$ cat src/rtl/ohcirc_pkg.sv
package ohcirc_pkg;

  // register offsets, byte addresses from the function memory base
  localparam logic [7:0] OFS_REVISION = 8'h00;
  localparam logic [7:0] OFS_CONTROL  = 8'h04;

  // revision register layout
  localparam logic [7:0] SPEC_VERSION   = 8'h10;
  localparam int         REV_VER_LSB    = 0;
  localparam int         REV_LEGACY_BIT = 8;

  // control register layout
  localparam int CTL_RATIO_LSB    = 0;
  localparam int CTL_PERIODIC_BIT = 2;
  localparam int CTL_ISO_BIT      = 3;
  localparam int CTL_CTRL_LE_BIT  = 4;
  localparam int CTL_BULK_BIT     = 5;
  localparam int CTL_FS_LSB       = 6;
  localparam int CTL_ROUTE_BIT    = 8;
  localparam int CTL_WCONN_BIT    = 9;
  localparam int CTL_WEN_BIT      = 10;

  localparam logic [31:0] CONTROL_RESET  = 32'h0000_0000;
  localparam logic [31:0] CONTROL_KEEP_M = 32'h0000_07FF;

  // functional state encodings
  typedef enum logic [1:0] {
    OHCIRC_FS_RESET       = 2'h0,
    OHCIRC_FS_RESUME      = 2'h1,
    OHCIRC_FS_OPERATIONAL = 2'h2,
    OHCIRC_FS_SUSPEND     = 2'h3
  } ohcirc_fs_t;

  // timing
  localparam int CLK_PERIOD_PS = 40_000;
  localparam int SOF_DELAY_US  = 1_000;
  localparam int SOF_DELAY_CYCLES =
    (SOF_DELAY_US * 1_000_000 + CLK_PERIOD_PS - 1) / CLK_PERIOD_PS;

endpackage : ohcirc_pkg

$ cat src/rtl/ohcirc_regs.sv
`timescale 1ns/1ps

//////////////////////////////////////////////////////////////////////////////
// Summary of operation
// - revision low byte reads version 0x10
// - bit 8 legacy flag per function; rest zero
// - only state changes by hardware, on port resume
// - wake-up when enable and resume-detected set
// - wake-connected cleared by hardware reset only
// - routing bit selects normal or management interrupt
// - routing bit survives software reset
// - functional state held in bits 7:6
// - control register at offset 0x04
// - software reset suspends; hardware reset resets ports
// - start-of-frame begins 1 ms after operational entry
module ohcirc_regs #(
  parameter bit FIRST_FUNCTION   = 1'b1,
  parameter int SOF_DELAY_CYCLES = ohcirc_pkg::SOF_DELAY_CYCLES
) (
  // clock and hardware reset
  input  wire logic        clk_i,
  input  wire logic        reset_i,
  // software reset request, one-cycle pulse
  input  wire logic        soft_reset_i,
  // register access port
  input  wire logic [7:0]  reg_addr_i,
  input  wire logic        reg_wr_i,
  input  wire logic        reg_rd_i,
  input  wire logic [3:0]  reg_be_i,
  input  wire logic [31:0] reg_wdata_i,
  output logic [31:0]      reg_rdata_o,
  output logic             reg_rvalid_o,
  // events from the rest of the controller
  input  wire logic        resume_detected_i,
  input  wire logic        event_irq_i,
  input  wire logic        port_resume_i,
  // outputs to system and ports
  output logic             remote_wakeup_o,
  output logic             host_irq_o,
  output logic             smi_o,
  output logic             port_reset_o,
  output logic             sof_start_o,
  output logic             sof_enable_o,
  // control fields for the schedule engine
  output logic [1:0]       ctrl_bulk_ratio_o,
  output logic             periodic_list_enable_o,
  output logic             iso_enable_o,
  output logic             control_list_enable_o,
  output logic             bulk_list_enable_o,
  output logic [1:0]       functional_state_o
);

  generate
    if (SOF_DELAY_CYCLES < 1) begin : g_bad
      $error("ohcirc_regs: SOF_DELAY_CYCLES must be at least 1");
    end
    if (ohcirc_pkg::CTL_WEN_BIT > 10) begin : g_bad_map
      $error("ohcirc_regs: control fields must sit below bit 11");
    end
  endgenerate

  //////////////////////////////////////////////////////////////////////////
  // decode

  function automatic logic hit(input logic [7:0] addr, input logic [7:0] ofs);
    hit = (addr[7:2] == ofs[7:2]);
  endfunction : hit

  logic wr_ctl;
  logic rd_rev;
  logic rd_ctl;

  assign wr_ctl = reg_wr_i && hit(reg_addr_i, ohcirc_pkg::OFS_CONTROL);
  assign rd_rev = hit(reg_addr_i, ohcirc_pkg::OFS_REVISION);
  assign rd_ctl = hit(reg_addr_i, ohcirc_pkg::OFS_CONTROL);

  logic wr_ctl_lo;
  logic wr_ctl_hi;

  // lanes 2 and 3 carry only reserved bits, so they get no strobe
  assign wr_ctl_lo = wr_ctl && reg_be_i[0];
  assign wr_ctl_hi = wr_ctl && reg_be_i[1];

  //////////////////////////////////////////////////////////////////////////
  // control register storage

  logic [1:0]         ctrl_bulk_ratio;
  logic               periodic_list_enable;
  logic               iso_enable;
  logic               control_list_enable;
  logic               bulk_list_enable;
  ohcirc_pkg::ohcirc_fs_t functional_state;
  logic               interrupt_routing;
  logic               wakeup_connected;
  logic               wakeup_enable;

  // driver-owned fields; software reset clears all of them
  always_ff @(posedge clk_i or posedge reset_i) begin
    if (reset_i) begin
      ctrl_bulk_ratio      <= 2'h0;
      periodic_list_enable <= 1'b0;
      iso_enable           <= 1'b0;
      control_list_enable  <= 1'b0;
      bulk_list_enable     <= 1'b0;
      wakeup_enable        <= 1'b0;
    end else if (soft_reset_i) begin
      ctrl_bulk_ratio      <= 2'h0;
      periodic_list_enable <= 1'b0;
      iso_enable           <= 1'b0;
      control_list_enable  <= 1'b0;
      bulk_list_enable     <= 1'b0;
      wakeup_enable        <= 1'b0;
    end else if (wr_ctl) begin
      if (reg_be_i[0]) begin
        ctrl_bulk_ratio      <= reg_wdata_i[ohcirc_pkg::CTL_RATIO_LSB +: 2];
        periodic_list_enable <= reg_wdata_i[ohcirc_pkg::CTL_PERIODIC_BIT];
        iso_enable           <= reg_wdata_i[ohcirc_pkg::CTL_ISO_BIT];
        control_list_enable  <= reg_wdata_i[ohcirc_pkg::CTL_CTRL_LE_BIT];
        bulk_list_enable     <= reg_wdata_i[ohcirc_pkg::CTL_BULK_BIT];
      end
      if (reg_be_i[1]) begin
        wakeup_enable <= reg_wdata_i[ohcirc_pkg::CTL_WEN_BIT];
      end
    end
  end

  // routing tag and wake-connected keep their value over software reset
  always_ff @(posedge clk_i or posedge reset_i) begin
    if (reset_i) begin
      interrupt_routing <= 1'b0;
      wakeup_connected  <= 1'b0;
    end else if (wr_ctl_hi) begin
      interrupt_routing <= reg_wdata_i[ohcirc_pkg::CTL_ROUTE_BIT];
      wakeup_connected  <= reg_wdata_i[ohcirc_pkg::CTL_WCONN_BIT];
    end
  end

  //////////////////////////////////////////////////////////////////////////
  // functional state

  // driver write wins over a resume seen in the same cycle; the resume is
  // only honoured while suspended, matching the hardware-owned transition
  always_ff @(posedge clk_i or posedge reset_i) begin
    if (reset_i) begin
      functional_state <= ohcirc_pkg::OHCIRC_FS_RESET;
    end else if (soft_reset_i) begin
      functional_state <= ohcirc_pkg::OHCIRC_FS_SUSPEND;
    end else if (wr_ctl_lo) begin
      functional_state <= ohcirc_pkg::ohcirc_fs_t'(
        reg_wdata_i[ohcirc_pkg::CTL_FS_LSB +: 2]);
    end else begin
      case (functional_state)
        ohcirc_pkg::OHCIRC_FS_SUSPEND: begin
          if (port_resume_i) begin
            functional_state <= ohcirc_pkg::OHCIRC_FS_RESUME;
          end
        end
        ohcirc_pkg::OHCIRC_FS_RESET,
        ohcirc_pkg::OHCIRC_FS_RESUME,
        ohcirc_pkg::OHCIRC_FS_OPERATIONAL: begin
          functional_state <= functional_state;
        end
        default: begin
          functional_state <= ohcirc_pkg::OHCIRC_FS_RESET;
        end
      endcase
    end
  end

  //////////////////////////////////////////////////////////////////////////
  // start-of-frame delay

  logic prev_operational;
  logic is_operational;
  logic enter_operational;
  logic sof_done;

  assign is_operational    = (functional_state == ohcirc_pkg::OHCIRC_FS_OPERATIONAL);
  assign enter_operational = is_operational && !prev_operational;

  always_ff @(posedge clk_i or posedge reset_i) begin
    if (reset_i) begin
      prev_operational <= 1'b0;
    end else begin
      prev_operational <= is_operational;
    end
  end

  ohcirc_sof_timer #(
    .DELAY_CYCLES (SOF_DELAY_CYCLES)
  ) u_sof_timer (
    .clk_i     (clk_i),
    .reset_i   (reset_i),
    .start_i   (enter_operational),
    .abort_i   (!is_operational),
    .done_o    (sof_done),
    .running_o ()
  );

  // frames stop as soon as the controller leaves operational
  always_ff @(posedge clk_i or posedge reset_i) begin
    if (reset_i) begin
      sof_enable_o <= 1'b0;
      sof_start_o  <= 1'b0;
    end else begin
      sof_start_o <= sof_done && is_operational;
      if (!is_operational) begin
        sof_enable_o <= 1'b0;
      end else if (sof_done) begin
        sof_enable_o <= 1'b1;
      end
    end
  end

  //////////////////////////////////////////////////////////////////////////
  // system outputs

  // enable never touches the interrupt path
  always_ff @(posedge clk_i or posedge reset_i) begin
    if (reset_i) begin
      remote_wakeup_o <= 1'b0;
    end else begin
      remote_wakeup_o <= wakeup_enable && resume_detected_i;
    end
  end

  // exactly one of the two interrupt lines follows the event
  always_ff @(posedge clk_i or posedge reset_i) begin
    if (reset_i) begin
      host_irq_o <= 1'b0;
      smi_o      <= 1'b0;
    end else begin
      host_irq_o <= event_irq_i && !interrupt_routing;
      smi_o      <= event_irq_i && interrupt_routing;
    end
  end

  always_ff @(posedge clk_i or posedge reset_i) begin
    if (reset_i) begin
      port_reset_o <= 1'b0;
    end else begin
      port_reset_o <= (functional_state == ohcirc_pkg::OHCIRC_FS_RESET);
    end
  end

  //////////////////////////////////////////////////////////////////////////
  // read path

  logic [31:0] rev_word;
  logic [31:0] ctl_word;

  always_comb begin
    rev_word = 32'h0000_0000;
    rev_word[ohcirc_pkg::REV_VER_LSB +: 8] = ohcirc_pkg::SPEC_VERSION;
    rev_word[ohcirc_pkg::REV_LEGACY_BIT]   = FIRST_FUNCTION;
  end

  // reserved bits are not stored, so they always read as zero
  always_comb begin
    ctl_word = ohcirc_pkg::CONTROL_RESET;
    ctl_word[ohcirc_pkg::CTL_RATIO_LSB +: 2] = ctrl_bulk_ratio;
    ctl_word[ohcirc_pkg::CTL_PERIODIC_BIT]   = periodic_list_enable;
    ctl_word[ohcirc_pkg::CTL_ISO_BIT]        = iso_enable;
    ctl_word[ohcirc_pkg::CTL_CTRL_LE_BIT]    = control_list_enable;
    ctl_word[ohcirc_pkg::CTL_BULK_BIT]       = bulk_list_enable;
    ctl_word[ohcirc_pkg::CTL_FS_LSB +: 2]    = functional_state;
    ctl_word[ohcirc_pkg::CTL_ROUTE_BIT]      = interrupt_routing;
    ctl_word[ohcirc_pkg::CTL_WCONN_BIT]      = wakeup_connected;
    ctl_word[ohcirc_pkg::CTL_WEN_BIT]        = wakeup_enable;
    ctl_word = ctl_word & ohcirc_pkg::CONTROL_KEEP_M;
  end

  // revision has no write path at all, so a write there does nothing
  always_ff @(posedge clk_i or posedge reset_i) begin
    if (reset_i) begin
      reg_rdata_o  <= 32'h0000_0000;
      reg_rvalid_o <= 1'b0;
    end else begin
      reg_rvalid_o <= reg_rd_i;
      if (reg_rd_i) begin
        if (rd_rev) begin
          reg_rdata_o <= rev_word;
        end else if (rd_ctl) begin
          reg_rdata_o <= ctl_word;
        end else begin
          reg_rdata_o <= 32'h0000_0000;
        end
      end
    end
  end

  //////////////////////////////////////////////////////////////////////////
  // field outputs

  assign ctrl_bulk_ratio_o      = ctrl_bulk_ratio;
  assign periodic_list_enable_o = periodic_list_enable;
  assign iso_enable_o           = iso_enable;
  assign control_list_enable_o  = control_list_enable;
  assign bulk_list_enable_o     = bulk_list_enable;
  assign functional_state_o     = functional_state;

endmodule : ohcirc_regs

$ cat src/rtl/ohcirc_sof_timer.sv
`timescale 1ns/1ps

module ohcirc_sof_timer #(
  parameter int DELAY_CYCLES = ohcirc_pkg::SOF_DELAY_CYCLES
) (
  // clock and reset
  input  wire logic clk_i,
  input  wire logic reset_i,
  // control
  input  wire logic start_i,
  input  wire logic abort_i,
  // status
  output logic      done_o,
  output logic      running_o
);

  localparam int CW = $clog2(DELAY_CYCLES + 1);

  generate
    if (DELAY_CYCLES < 1) begin : g_bad
      $error("ohcirc_sof_timer: DELAY_CYCLES must be at least 1");
    end
  endgenerate

  logic [CW-1:0] count;

  // abort beats start so a state left at once never fires
  always_ff @(posedge clk_i or posedge reset_i) begin
    if (reset_i) begin
      count     <= '0;
      running_o <= 1'b0;
      done_o    <= 1'b0;
    end else begin
      done_o <= 1'b0;
      if (abort_i) begin
        running_o <= 1'b0;
        count     <= '0;
      end else if (start_i) begin
        running_o <= 1'b1;
        count     <= CW'(DELAY_CYCLES - 1);
      end else if (running_o) begin
        if (count == '0) begin
          running_o <= 1'b0;
          done_o    <= 1'b1;
        end else begin
          count <= count - 1'b1;
        end
      end
    end
  end

endmodule : ohcirc_sof_timer

$ cat config.mk
export PLATFORM = sky130hd
export DESIGN_NAME = ohcirc_regs
export DESIGN_NICKNAME = d
export VERILOG_FILES = /design/src/rtl/ohcirc_pkg.sv /design/src/rtl/ohcirc_regs.sv /design/src/rtl/ohcirc_sof_timer.sv
export SDC_FILE = /design/constraint.sdc
export NUM_CORES = 1
export LEC_CHECK = 0
export BUFFER_PORTS_ARGS = -buffer_cell sky130_fd_sc_hd__buf_2
export CELL_PAD_IN_SITES_DETAIL_PLACEMENT = 0
export CELL_PAD_IN_SITES_GLOBAL_PLACEMENT = 1
export CORE_ASPECT_RATIO = 0.5
export CORE_MARGIN = 3
export CORE_UTILIZATION = 32
export DETAILED_ROUTE_END_ITERATION = 10
export GPL_ROUTABILITY_DRIVEN = 0
export PLACE_DENSITY = 0.87
export SETUP_SLACK_MARGIN = 0.15
export SLEW_MARGIN = 10
export SYNTH_ARGS = -nofsm -noshare
export SYNTH_HDL_FRONTEND = slang
export SYNTH_SLANG_ARGS = --single-unit
$ cat constraint.sdc
create_clock -name clk_i -period 1.85 [get_ports clk_i]
set_input_delay 0.185 -clock clk_i [delete_from_list [all_inputs] [get_ports clk_i]]
set_output_delay 0.185 -clock clk_i [all_outputs]
set_load 0.02 [all_outputs]
==> flow_summary.yaml <==
flow_run:
  drv_cap: 0
synthesis:
  async_reset_ff_frac: 1.00
  synthFlopType: "dfrtp_1"
  ys_warn_count: 0
  synth_cell_types: 44
  avgSynthCellArea_um2: 10.6
  synth_edf_count: 0
  ys_seq_area_frac: 0.516
  syn_area_mm2: 0.00228
  ys_ff_latch: 47
  synth_cells: 215
timing:
  rsz0062_at_grt: "yes"
  finalHoldViolCount: 0
  setup_tns_ns: 0
  hold_slack_ns: 0.0868
  setup_slack_ns: 0.138
  max_freq_mhz: 584
  fin_skew_ns: 0.00286
  setup_viol: 0
  fin_crit_sh: 0.925
  finalWorstPathRequiredPeriod_ns: 1.71
  slew_viol_final: 0
clock_network:
  clk_path_buf_depth: 2
  path_clk_slew_ns: 0.06
  cts.sinks: 47
  clk_latency_ns: 0.28
  cts_tree: "yes"
  cts_buffers: 5
  htree_levels: 2
  cts-root-buf: "clkbuf_16"
place:
  placed_area_mm2: 0.00265
  dp_hpwl_mm: 3.67
  place.port_buffers: 52
  preCtsSetupSlack_ns: -0.00741
detailed_routing:
  vias_per_cell: 4.89
  drc: 0
  routedWlPerCell_um: 14.0
  ant_nets: 0
  dr.pass1.iters: 4
  drt_iter0_markers: 73
  routed_wl_mm: 5.33
  vias: 1858
final_layout:
  drive_gt1_frac: 0.382
  finalInstanceArea_mm2: 0.00298
  final_nets: 340
  syn_to_final_growth_pct: 31.0
  final_cell_mix: "52 x buf_2, 44 x dfrtp_1, 21 x conb_1, 19 x buf_4, 14 x nor2_1"
  final-seq-area_mm2: 0.00118
  mostFrequentLayoutCell: "buf_2"
  fillCellCount: 634
  diodes: 0
  multi_input_area_mm2: 0.00104
worst_setup_path:
  crit_start: "u_sof_timer.count[0]"
  worstPathRequired_ns: 2.04
  path_cells: "inv_2 -> ha_4 -> nor3b_4 -> nand3_4 -> or4_1 -> a31oi_1"
  cp-end-kind: "flop"
  crit_buf_inv: 1
  reg2reg_depth: 6
  critPathKind: "flop to flop"
  crit_arrival_ns: 1.91
  critPathTopFamily: "simple AND/OR/NAND/NOR gates"
  max_stage_delay_ns: 0.42
  worstPathMaxFanout: 8
  worstReg2RegStart: "u_sof_timer.count[0]"
  critPathLaunchType: "flop"
  crit_path_top_delay_cell: "or4_1"
  cp_num_cells: 6
power:
  cellPowerDensity_mw_per_mm2: 747
  p_clk_frac: 0.467
  pwr-share-seq: 0.470
  switching_share: 0.213
  p_leak_nw: 1.50
  p_comb_frac: 0.064
  vdd_ir_drop_max_mv: 0.394
  p_sw_mw: 0.473
  power.internal_mw: 1.75
min_path:
  hold_path.class: "input pin to flop"
  min_from: "reg_rd_i"
  hold_path_depth: 1
floorplanning:
  fp.coreArea_mm2: 0.00678
  fp.dieArea_mm2: 0.00823
  die_w_um: 125
  die_h_um: 65.7
  ios: 99
  fp-row-count: 21
  start_util: 0.336
global_routing:
  overflow: 0
  grt_first_pass_wirelength_mm: 8.96
  track_usage: 0.133
  first_global_vias: 1935
  grt_max_degree: 48
  antenna_found_initial: 0
run_status:
  status: "finished clean"
flip-flops by register name, summed over array words and instances, names as in the netlist, 2 cells and up:
register	cells
ctrl_bulk_ratio_o	2
u_sof_timer.count	15
functional_state_o	2
reg_rdata_o	11
layout make-up:
| type | count | area share |
|---|---|---|
| flip-flops and latches | 47 | 0.396 |
| multi-input cells | 148 | 0.347 |
| well taps | 92 | 0.0386 |
| inverters | 12 | 0.0151 |
| clock inverters | 2 | 0.0117 |
| repair buffers | 73 | 0.145 |
| clock buffers | 6 | 0.0466 |
final timing paths:
| check | slack (ns) | endpoint |
|---|---|---|
| hold reg to reg | 0.48 | sof_start_o |
| setup reg to reg | 0.14 | u_sof_timer.count[8] |
| max in group asynchronous | 1.14 | u_sof_timer.count[8] |
| setup / recovery | 0.14 | u_sof_timer.count[8] |
| hold / removal | 0.09 | reg_rvalid_o |
| min in group asynchronous | 0.47 | reg_rdata_o[9] |
timing repair:
item,in CTS,in global routing
setup buffers,0,6
pin swaps,5,6
gates resized for setup,10,15
hold endpoints to repair,47,0
hold buffers,1,0
endpoints found under the setup margin,10,9
logic make-up after synthesis:
group / after synthesis / synth area share
DFF: 47 / 0.516
muxes: 10 / 0.0456
AOI/OAI and AO/OA: 39 / 0.119
adders and majority gates: 1 / 0.00549
xor gates and xnor gates: 1 / 0.00385
other: 1 / 0.00165
and+or+nand+nor: 76 / 0.201
buffers and inverters: 40 / 0.107
power groups by stage:
stage               registers (mW)  logic (mW)  clock network, mW
finish                        1.05       0.142               1.04
global placement              1.06       0.137                  0
detailed placement            1.06       0.140                  0
CTS                           1.05       0.143               1.06
global route                  1.05       0.158               1.12
floorplan                     1.07       0.111                  0
routing by layer:
metal	up-vias	wire (um)	GRT usage
li1	874	-	-
met1	926	2300	0.162
met2	52	2750	0.234
met3	6	239	0.0349
met4	0	36	0.0432
met5	-	0	0
Yosys cell counts, drive strengths merged, types with 2 or more instances:
cell type   n  share of area
dfrtp      47           0.52
buf        25          0.082
nor2       15          0.025
inv        11          0.018
a21oi      10          0.022
a22o        9          0.035
nand2       9          0.015
nor3        9          0.026
mux2i       7          0.031
nand4       6          0.016
and2        5          0.014
nand3       5          0.013
nor4        5          0.019
o21ai       5          0.011
a31oi       4          0.011
nand2b      4          0.011
o31ai       4          0.013
or4         4          0.013
and3        3         0.0082
and4        3          0.012
clkbuf      3         0.0049
mux2        3          0.015
a311oi      2         0.0077
a41o        2         0.0088
or3         2         0.0055
per-stage QoR:
stage	cells	total power [mW]	utilization
after floorplan	235	1.18	-
after global placement	365	1.20	0.391
final	380	2.23	0.440
after CTS	374	2.25	0.424
after detailed placement	365	1.20	0.391
after global routing	380	2.32	0.440
Note: power is estimated with default switching activity, not from simulation.
